--- src/inc/pfmux_pkg.sv ---
/*
  Constants, types and decode functions for the port 3 to 5 pin function mux.
  Assumes one system clock and APB register access with 32-bit data.
*/
package pfmux_pkg;

  // ==========================================================================
  // Sizes and register map (word indexes, byte address is four times these)
  localparam int          PIN_CNT        = 20;
  localparam int          REG_CNT        = 6;
  localparam logic [29:0] IDX_P3_LOW     = 30'h52a6;
  localparam logic [29:0] IDX_P3_HIGH    = 30'h52a7;
  localparam logic [29:0] IDX_P4_LOW     = 30'h52a8;
  localparam logic [29:0] IDX_P4_UPPER   = 30'h52a9;
  localparam logic [29:0] IDX_P5_LOW     = 30'h52aa;
  localparam logic [29:0] IDX_P5_UPPER   = 30'h52ab;
  localparam logic [7:0]  REG_RESET      = 8'h00;
  localparam logic [7:0]  MASK_FULL      = 8'hff;
  localparam logic [7:0]  MASK_LOW_NIB   = 8'h0f;
  localparam int          FIRST_P5_REG   = 4;
  localparam int          PIN_P45        = 13;

  // ==========================================================================
  // Field codes
  localparam logic [1:0]  CODE_0         = 2'h0;
  localparam logic [1:0]  CODE_1         = 2'h1;
  localparam logic [1:0]  CODE_2         = 2'h2;

  typedef enum logic [1:0] {SLOT_NONE, SLOT_PORT, SLOT_A, SLOT_B} pfmux_slot_e;
  typedef enum logic [1:0] {KIND_A, KIND_AB, KIND_DBG} pfmux_kind_e;

  // ==========================================================================
  // Pin index order: 0..7 port 3, 8..13 port 4, 14..19 port 5.
  // Slot A is the code 1 function (code 0 on debug pins), slot B code 2.
  function automatic pfmux_kind_e pfmux_kind(input int pin);
    case (pin)
      0:       pfmux_kind = KIND_A;
      1:       pfmux_kind = KIND_AB;
      2:       pfmux_kind = KIND_AB;
      3:       pfmux_kind = KIND_AB;
      4:       pfmux_kind = KIND_AB;
      5, 6, 7: pfmux_kind = KIND_DBG;
      8:       pfmux_kind = KIND_AB;
      9:       pfmux_kind = KIND_AB;
      10:      pfmux_kind = KIND_AB;
      11:      pfmux_kind = KIND_AB;
      12:      pfmux_kind = KIND_AB;
      13:      pfmux_kind = KIND_A;
      default: pfmux_kind = KIND_A;
    endcase
  endfunction

  // Reserved codes map to no slot, so the pin floats
  function automatic pfmux_slot_e pfmux_slot(input pfmux_kind_e kind, input logic [1:0] code);
    if (kind == KIND_DBG)
      pfmux_slot = (code == CODE_0) ? SLOT_A : (code == CODE_1) ? SLOT_PORT : SLOT_NONE;
    else if (code == CODE_0)
      pfmux_slot = SLOT_PORT;
    else if (code == CODE_1)
      pfmux_slot = SLOT_A;
    else if (code == CODE_2 && kind == KIND_AB)
      pfmux_slot = SLOT_B;
    else
      pfmux_slot = SLOT_NONE;
  endfunction

  // Idle level {slot B, slot A} fed to a peripheral whose pin is elsewhere;
  // active-low request, trigger and select inputs idle high
  function automatic logic [1:0] pfmux_idle(input int pin);
    case (pin)
      1:       pfmux_idle = 2'h3;
      4:       pfmux_idle = 2'h2;
      default: pfmux_idle = 2'h0;
    endcase
  endfunction

  function automatic int pfmux_reg_of(input int pin);
    if (pin < 8)       pfmux_reg_of = pin / 4;
    else if (pin < 12) pfmux_reg_of = 2;
    else if (pin < 14) pfmux_reg_of = 3;
    else if (pin < 18) pfmux_reg_of = 4;
    else               pfmux_reg_of = 5;
  endfunction

  function automatic int pfmux_fld_of(input int pin);
    if (pin < 8)       pfmux_fld_of = pin % 4;
    else if (pin < 12) pfmux_fld_of = pin - 8;
    else if (pin < 14) pfmux_fld_of = pin - 12;
    else if (pin < 18) pfmux_fld_of = pin - 14;
    else               pfmux_fld_of = pin - 18;
  endfunction

endpackage

--- src/inc/pfmux_route_if.sv ---
/*
  Carrier between the register/flop top and the combinational pin router.
  Assumes both ends sit in the sys_clk domain.
*/
`timescale 1ns/100ps
interface pfmux_route_if;
  logic [2*pfmux_pkg::PIN_CNT-1:0] code;
  logic [pfmux_pkg::PIN_CNT-1:0]   pad_in;
  logic [pfmux_pkg::PIN_CNT-1:0]   gpio_out;
  logic [pfmux_pkg::PIN_CNT-1:0]   gpio_oe;
  logic [pfmux_pkg::PIN_CNT-1:0]   alt_a_out;
  logic [pfmux_pkg::PIN_CNT-1:0]   alt_a_oe;
  logic [pfmux_pkg::PIN_CNT-1:0]   alt_b_out;
  logic [pfmux_pkg::PIN_CNT-1:0]   alt_b_oe;
  logic [pfmux_pkg::PIN_CNT-1:0]   pad_out_d;
  logic [pfmux_pkg::PIN_CNT-1:0]   pad_oe_d;
  logic [pfmux_pkg::PIN_CNT-1:0]   gpio_in_d;
  logic [pfmux_pkg::PIN_CNT-1:0]   alt_a_in_d;
  logic [pfmux_pkg::PIN_CNT-1:0]   alt_b_in_d;

  modport ctrl  (output code, pad_in, gpio_out, gpio_oe, alt_a_out, alt_a_oe, alt_b_out, alt_b_oe,
                 input  pad_out_d, pad_oe_d, gpio_in_d, alt_a_in_d, alt_b_in_d);
  modport route (input  code, pad_in, gpio_out, gpio_oe, alt_a_out, alt_a_oe, alt_b_out, alt_b_oe,
                 output pad_out_d, pad_oe_d, gpio_in_d, alt_a_in_d, alt_b_in_d);
endinterface

--- src/hw/pfmux_route.sv ---
/*
  Combinational per-pin router: picks port line or peripheral slot per code.
  Assumes the caller registers every result before it leaves the block.
*/
`timescale 1ns/100ps
module pfmux_route
(
  pfmux_route_if.route rt
);

  // ==========================================================================
  // Per-pin selection
  genvar g;
  generate
    for (g = 0; g < pfmux_pkg::PIN_CNT; g++)
    begin : g_pin
      localparam pfmux_pkg::pfmux_kind_e KIND = pfmux_pkg::pfmux_kind(g);
      localparam logic [1:0]             IDLE = pfmux_pkg::pfmux_idle(g);
      pfmux_pkg::pfmux_slot_e slot;
      wire sel_port;
      wire sel_a;
      wire sel_b;
      assign slot     = pfmux_pkg::pfmux_slot(KIND, rt.code[2*g +: 2]);
      assign sel_port = (slot == pfmux_pkg::SLOT_PORT);
      assign sel_a    = (slot == pfmux_pkg::SLOT_A);
      assign sel_b    = (slot == pfmux_pkg::SLOT_B);
      // Reserved codes release the pad rather than guess a function
      assign rt.pad_out_d[g]  = sel_port ? rt.gpio_out[g] : sel_a ? rt.alt_a_out[g] :
                                sel_b ? rt.alt_b_out[g] : 1'b0;
      assign rt.pad_oe_d[g]   = sel_port ? rt.gpio_oe[g] : sel_a ? rt.alt_a_oe[g] :
                                sel_b ? rt.alt_b_oe[g] : 1'b0;
      assign rt.gpio_in_d[g]  = sel_port & rt.pad_in[g];
      assign rt.alt_a_in_d[g] = sel_a ? rt.pad_in[g] : IDLE[0];
      assign rt.alt_b_in_d[g] = sel_b ? rt.pad_in[g] : IDLE[1];
    end
  endgenerate

endmodule // pfmux_route

--- src/hw/pfmux_top.sv ---
/*
  Port 3 to 5 pin function mux: six byte-wide selector registers on APB
  and registered routing of pads to port lines or peripheral signals.
  Assumes APB master in the sys_clk domain and pads joined outside.
*/
`timescale 1ns/100ps

// Behaviour
// Pin 33: SPI2 clock, remote input, port
// Pin 32: clock out A, timer 4, port
// Pin 31: ADC trigger, bus-free request, port
// Pin 30: timer 0 or port only
// Pins 35-37 debug at 0, port at 1
// Pin 34: SPI1 select, remote output, port
// Pin 43: remote input, I2C slave data, port
// Pin 42: timer 1, UART0 clock, port
// Pin 41: timer 7, UART0 transmit, port
// Pin 40: UART0 receive, timer capture, port
// Pin 45: I2C master data, port plus ext clock
// Software disables pin 45 output before ext clock
// Pin 44: remote output, I2C slave clock, port
// Large variant: pins 50-53 to serial interface
// Large variant: pins 54-55 to serial interface
// Fields reset zero; reserved bits read zero
// Software avoids reserved codes; pin undefined
module pfmux_top
#(
  parameter bit LARGE_VARIANT = 1'b1
)
(
  input  wire logic                          sys_clk,
  input  wire logic                          srst,
  input  wire logic                          psel,
  input  wire logic                          penable,
  input  wire logic                          pwrite,
  input  wire logic [31:0]                   paddr,
  input  wire logic [31:0]                   pwdata,
  input  wire logic [3:0]                    pstrb,
  output logic      [31:0]                   prdata,
  output logic                               pready,
  output logic                               pslverr,
  input  wire logic [pfmux_pkg::PIN_CNT-1:0] pad_in,
  output logic      [pfmux_pkg::PIN_CNT-1:0] pad_out,
  output logic      [pfmux_pkg::PIN_CNT-1:0] pad_oe,
  input  wire logic [pfmux_pkg::PIN_CNT-1:0] gpio_out,
  input  wire logic [pfmux_pkg::PIN_CNT-1:0] gpio_oe,
  output logic      [pfmux_pkg::PIN_CNT-1:0] gpio_in,
  input  wire logic [pfmux_pkg::PIN_CNT-1:0] alt_a_out,
  input  wire logic [pfmux_pkg::PIN_CNT-1:0] alt_a_oe,
  output logic      [pfmux_pkg::PIN_CNT-1:0] alt_a_in,
  input  wire logic [pfmux_pkg::PIN_CNT-1:0] alt_b_out,
  input  wire logic [pfmux_pkg::PIN_CNT-1:0] alt_b_oe,
  output logic      [pfmux_pkg::PIN_CNT-1:0] alt_b_in,
  output logic                               timer0_ext_clock
);

  // ==========================================================================
  // Declarations
  logic [7:0]                     sel_q [pfmux_pkg::REG_CNT];
  logic [31:0]                    prdata_q;
  logic                           pready_q;
  logic                           pslverr_q;
  logic [pfmux_pkg::PIN_CNT-1:0]  pad_out_q;
  logic [pfmux_pkg::PIN_CNT-1:0]  pad_oe_q;
  logic [pfmux_pkg::PIN_CNT-1:0]  gpio_in_q;
  logic [pfmux_pkg::PIN_CNT-1:0]  alt_a_in_q;
  logic [pfmux_pkg::PIN_CNT-1:0]  alt_b_in_q;
  logic                           ext_clk_q;
  logic [7:0]                     rd_byte;
  logic [2:0]                     reg_num;
  wire  [29:0]                    word_idx;
  wire                            in_range;
  wire                            hit;
  wire                            access;
  wire                            first_acc;
  wire                            commit_wr;

  pfmux_route_if rif ();

  // ==========================================================================
  // APB decode
  // Answer in the second access cycle so pready can come from a flop
  assign word_idx  = paddr[31:2];
  assign in_range  = (word_idx >= pfmux_pkg::IDX_P3_LOW) && (word_idx <= pfmux_pkg::IDX_P5_UPPER);
  assign hit       = in_range && (paddr[1:0] == 2'b00);
  assign reg_num   = hit ? 3'(word_idx - pfmux_pkg::IDX_P3_LOW) : 3'h0;
  assign access    = psel && penable;
  assign first_acc = access && !pready_q;
  assign commit_wr = access && pready_q && pwrite && hit && pstrb[0];

  // Implemented bits per register; port 5 is absent on the small variant
  function automatic logic [7:0] wr_mask(input int r);
    logic [7:0] m;
    m = ((r == 3) || (r == 5)) ? pfmux_pkg::MASK_LOW_NIB : pfmux_pkg::MASK_FULL;
    if ((r >= pfmux_pkg::FIRST_P5_REG) && !LARGE_VARIANT)
      m = 8'h00;
    return m;
  endfunction

  always_comb
  begin
    rd_byte = 8'h00;
    if (hit)
      rd_byte = sel_q[reg_num] & wr_mask(int'(reg_num));
  end

  // ==========================================================================
  // Bus answer
  always_ff @(posedge sys_clk)
  begin
    if (srst)
    begin
      pready_q  <= 1'b0;
      pslverr_q <= 1'b0;
      prdata_q  <= 32'h0000_0000;
    end
    else
    begin
      pready_q  <= first_acc;
      pslverr_q <= first_acc && !hit;
      if (first_acc && !pwrite)
        prdata_q <= {24'h00_0000, rd_byte};
    end
  end

  // ==========================================================================
  // Selector registers
  genvar r;
  generate
    for (r = 0; r < pfmux_pkg::REG_CNT; r++)
    begin : g_reg
      localparam logic [7:0] MASK = wr_mask(r);
      wire                   we;
      assign we = commit_wr && (reg_num == 3'(r));
      always_ff @(posedge sys_clk)
      begin
        if (srst)
          sel_q[r] <= pfmux_pkg::REG_RESET;
        else if (we)
          sel_q[r] <= pwdata[7:0] & MASK;
      end
    end
  endgenerate

  // ==========================================================================
  // Routing codes to the router
  genvar p;
  generate
    for (p = 0; p < pfmux_pkg::PIN_CNT; p++)
    begin : g_code
      localparam int RI = pfmux_pkg::pfmux_reg_of(p);
      localparam int FI = pfmux_pkg::pfmux_fld_of(p);
      assign rif.code[2*p +: 2] = sel_q[RI][2*FI +: 2];
    end
  endgenerate

  assign rif.pad_in    = pad_in;
  assign rif.gpio_out  = gpio_out;
  assign rif.gpio_oe   = gpio_oe;
  assign rif.alt_a_out = alt_a_out;
  assign rif.alt_a_oe  = alt_a_oe;
  assign rif.alt_b_out = alt_b_out;
  assign rif.alt_b_oe  = alt_b_oe;

  pfmux_route u_route
  (
    .rt (rif.route)
  );

  // ==========================================================================
  // Registered pin outputs
  // One cycle of latency buys glitch-free pads while a field changes
  always_ff @(posedge sys_clk)
  begin
    if (srst)
    begin
      pad_out_q  <= '0;
      pad_oe_q   <= '0;
      gpio_in_q  <= '0;
      alt_a_in_q <= '0;
      alt_b_in_q <= '0;
    end
    else
    begin
      pad_out_q  <= rif.pad_out_d;
      pad_oe_q   <= rif.pad_oe_d;
      gpio_in_q  <= rif.gpio_in_d;
      alt_a_in_q <= rif.alt_a_in_d;
      alt_b_in_q <= rif.alt_b_in_d;
    end
  end

  // Timer external clock shares pin 45 with the port line; the port
  // output must already be disabled by software
  always_ff @(posedge sys_clk)
  begin
    if (srst)
      ext_clk_q <= 1'b0;
    else
      ext_clk_q <= (rif.code[2*pfmux_pkg::PIN_P45 +: 2] == pfmux_pkg::CODE_0) &&
                   pad_in[pfmux_pkg::PIN_P45];
  end

  // ==========================================================================
  // Outputs
  assign prdata           = prdata_q;
  assign pready           = pready_q;
  assign pslverr          = pslverr_q;
  assign pad_out          = pad_out_q;
  assign pad_oe           = pad_oe_q;
  assign gpio_in          = gpio_in_q;
  assign alt_a_in         = alt_a_in_q;
  assign alt_b_in         = alt_b_in_q;
  assign timer0_ext_clock = ext_clk_q;

endmodule // pfmux_top

--- config.mk ---
export PLATFORM = sky130hd
export DESIGN_NAME = pfmux_top
export DESIGN_NICKNAME = d
export VERILOG_FILES = /design/src/inc/pfmux_pkg.sv /design/src/inc/pfmux_route_if.sv /design/src/hw/pfmux_route.sv /design/src/hw/pfmux_top.sv
export SDC_FILE = /design/constraint.sdc
export NUM_CORES = 1
export LEC_CHECK = 0
export CAP_MARGIN = 20
export CORE_AREA = 2 2 135 137
export DETAILED_ROUTE_END_ITERATION = 8
export DIE_AREA = 0 0 137 139
export DONT_BUFFER_PORTS = 1
export PLACE_DENSITY = 0.62
export REMOVE_ABC_BUFFERS = 1
export SLEW_MARGIN = 20
export SYNTH_ARGS = -nofsm -noshare
export SYNTH_HDL_FRONTEND = slang
export SYNTH_SLANG_ARGS = --single-unit
--- constraint.sdc ---
create_clock -name sys_clk -period 2.75 [get_ports sys_clk]
set_clock_uncertainty 0.15 [all_clocks]
set_input_delay 0 -clock sys_clk [delete_from_list [all_inputs] [get_ports sys_clk]]
set_output_delay 0 -clock sys_clk [all_outputs]
set_load 0.02 [all_outputs]
==> metrics.csv <==
stage;metric;value;unit
yosys;synth.avg_cell_area;10.7;um2
floorplanning;coreArea;17700;um2
yosys;synthesis.area;6140;um2
floorplanning;io_pins;348;
clock_tree;insertion_delay;410;ps
grt;overflow;0;
clock_tree;cts.sinks;151;
setup_path;r2r_setup_slack;280;ps
layout;layout-drive-gt1-share;0.0736;
power_and_ir_drop;peakVddDrop;388;uV
job;maxCapViolCount;0;
floorplanning;die_x;137;um
setup_path;max_stage_delay;570;ps
clock_tree;clk_path_buf_depth;2;
clock_tree;cts_root_buf;clkbuf_16;
setup_path;r2r-end;sel_q[1][2];
clock_tree;cts_buffers;17;
setup_path;critical_path.top_delay_family;buffers and inverters;
yosys;ys_warn_count;0;
sta;setup_violations;0;
sta;fin_crit_sh;0.902;
layout;layout.nets;947;
setup_path;reg2regPathDepth;6;
layout;final_util;0.479;
setup_path;path_cells;dlygate4sd3_1 -> nor4b_1 -> nand4_4 -> buf_4 -> nor3b_4 -> buf_4 -> o2111ai_1 -> dlygate4sd3_1 -> a21oi_1;
grt;antenna_found_initial;0;
layout;syn_to_final_growth;37.6;%
setup_path;critPathLaunchType;primary input;
sta;max_freq;403;MHz
yosys;ys_seq_elements;151;
grt;grt_pass1_wl;27800;um
hold_path;min_from;paddr[3];
clock_tree;post-cts-setup-buffers;0;
grt;grt_usage;0.193;
yosys;ys_types;47;
floorplanning;start_util;0.348;
place;hpwl;12000;um
floorplanning;die_y;139;um
drt;ant_nets;0;
grt;grt_max_degree;91;
setup_path;path_max_fanout;15;
setup_path;r2r-start;pready;
yosys;synthArstFlopShare;0;
clock_tree;clk_pin_slew;60;ps
hold_path;worstHoldEndpoint;sel_q[1][4];
floorplanning;rows;49;
grt;grt_pass1_vias;5266;
drt;vias;5070;
sta;rsz0062_at_grt;false;
place;numPortBuffers;0;
drt;drc_errors;0;
place;place_area;6370;um2
hold_path;hold-path-cell-count;3;
power_and_ir_drop;total_leakage_power;0.00335;uW
clock_tree;cts_tree;built;
hold_path;hp-class;primary input to register;
setup_path;crit_type;primary input to register;
power_and_ir_drop;p_per_area;624;nW/um2
sta;slew_violations;0;
layout;final_area;8450;um2
drt;drt_iter0_drc;365;
drt;routed_via_density;5.19;
yosys;synthFlopType;dfxtp_1;
yosys;synth-seq-area-share;0.557;
sta;hold_viol;0;
sta;worstMarginPinSlew;980;ps
setup_path;required;2940;ps
yosys;synth_edf_count;40;
setup_path;crit_slowest_cell;dlygate4sd3_1;
drt;firstDrtPassIters;5;
drt;wl_per_cell;19.1;um
setup_path;arrival;2670;ps
clock_tree;htree_levels;4;
floorplanning;die-area;19000;um2
sta;relSlewSlack;0.345;
sta;fin_crit;2480;ps
layout;diodes;0;
place;place_congestion;0.842;
outcome;outcome;complete, no violations;
yosys;syn_inst;573;
setup_path;cp-end-kind;register;
drt;wirelength;18600;um
sta;tns;0;ps
setup_path;cp.buffers_inverters;4;
power_and_ir_drop;power;5270;uW
-- report_power, final --
part	switching, uW	internal [uW]
Sequential	145	2360
Combinational	221	249
Clock	907	1390
-- through the flow --
step / hold WS, ps / setup WS [ps] / cells
2_1_floorplan: -80.9 / -55.7 / 555
3_3_place_gp: -67.1 / 400 / 798
3_5_place_dp: -64.0 / 373 / 798
4_1_cts: 6.95 / 2.36 / 976
5_1_grt: 43.4 / 29.2 / 976
6_report: 14.1 / 270 / 976
-- kinds of logic (layout without fill, tap and decap cells) --
| logic type | Yosys count | in the layout | share of synthesized area |
|---|---|---|---|
| simple gates | 246 | 246 | 0.243 |
| compound gates | 60 | 60 | 0.0617 |
| xor+xnor | 2 | 2 | 0.00285 |
| other cells | 1 | 35 | 0.000610 |
| buf+inv | 65 | 205 | 0.0548 |
| mux | 48 | 48 | 0.0802 |
| flops | 151 | 151 | 0.557 |
-- worst reg2reg max path, delay by kind of cell (launching register included) --
| kind | cells | cell delay [ps] |
|---|---|---|
| buffers and inverters | 1 | 710 |
| flip-flops | 1 | 520 |
| AND/OR/NAND/NOR | 5 | 940 |
-- how the worst max path moves through the flow --
stage / to / slack [ps] / from / depth (start not counted)
after floorplan: sel_q[2][0] / -60 / paddr[21] / 6
after global placement: sel_q[2][6] / 400 / paddr[10] / 7
after detailed placement: sel_q[4][3] / 370 / paddr[10] / 7
after CTS: sel_q[1][2] / 2 / paddr[3] / 7
after global routing: prdata[3] / 30 / paddr[29] / 9
final: prdata[3] / 270 / paddr[29] / 9
-- final cells by class --
cell class                 count  area (um2)
tap                          229         287
timing repair buffer         160        1590
sequential                   151        3420
multi-input combinational    391        2520
clock buffer                  21         462
fill                        1600        9200
inverter                      13        48.8
clock inverter                11         123
-- what timing repair did --
action,in CTS,in global routing
hold endpoints to repair,158,0
resized for setup,0,3
hold buffers,146,0
endpoints found under the setup margin,0,8
-- synthesized netlist by cell type, drive strengths merged, types with 2 or more instances --
library cell / n / area, um2
a211oi: 4 / 30.0
nand3b: 2 / 15.0
a21oi: 26 / 130
o21ai: 8 / 40.0
inv: 13 / 48.8
nor4bb: 20 / 200
o211ai: 4 / 30.0
or4: 3 / 26.3
and2: 24 / 150
a41oi: 4 / 35.0
nor4: 5 / 46.3
and3: 5 / 31.3
nor3b: 5 / 71.3
buf: 29 / 201
o22ai: 2 / 12.5
nor4b: 20 / 175
o2111ai: 4 / 35.0
edfxtp: 40 / 1200
nand2: 20 / 75.1
nor3: 39 / 195
nor2: 58 / 218
nor2b: 14 / 87.6
nand4: 2 / 33.8
a2111oi: 4 / 35.0
nand2b: 7 / 43.8
nand3: 18 / 90.1
dfxtp: 111 / 2220
clkbuf: 23 / 86.3
mux2i: 47 / 470
-- placed cells by master, fill, tap and decap left out, drive strengths merged, types with 21 or more instances in the layout --
master	count
edfxtp	40
a21oi	26
nor2	58
dfxtp	111
dlygate4sd3	144
conb	35
and2	24
nor3	39
mux2i	47
clkbuf	21
-- flip-flops by register name, summed over array words and instances (netlist names) --
signal            count
alt_a_in             20
alt_b_in             20
gpio_in              20
pad_oe               20
pad_out              20
prdata                8
pready                1
pslverr               1
sel_q                40
timer0_ext_clock      1
-- per-layer routing --
layer	wire length (um)	vias up	track usage
met2	9750	245	0.347
met4	514	0	0.0819
li1	-	2332	-
met5	0	-	0
met1	6740	2453	0.205
met3	1640	40	0.0585
(Power assumes the default switching activity.)
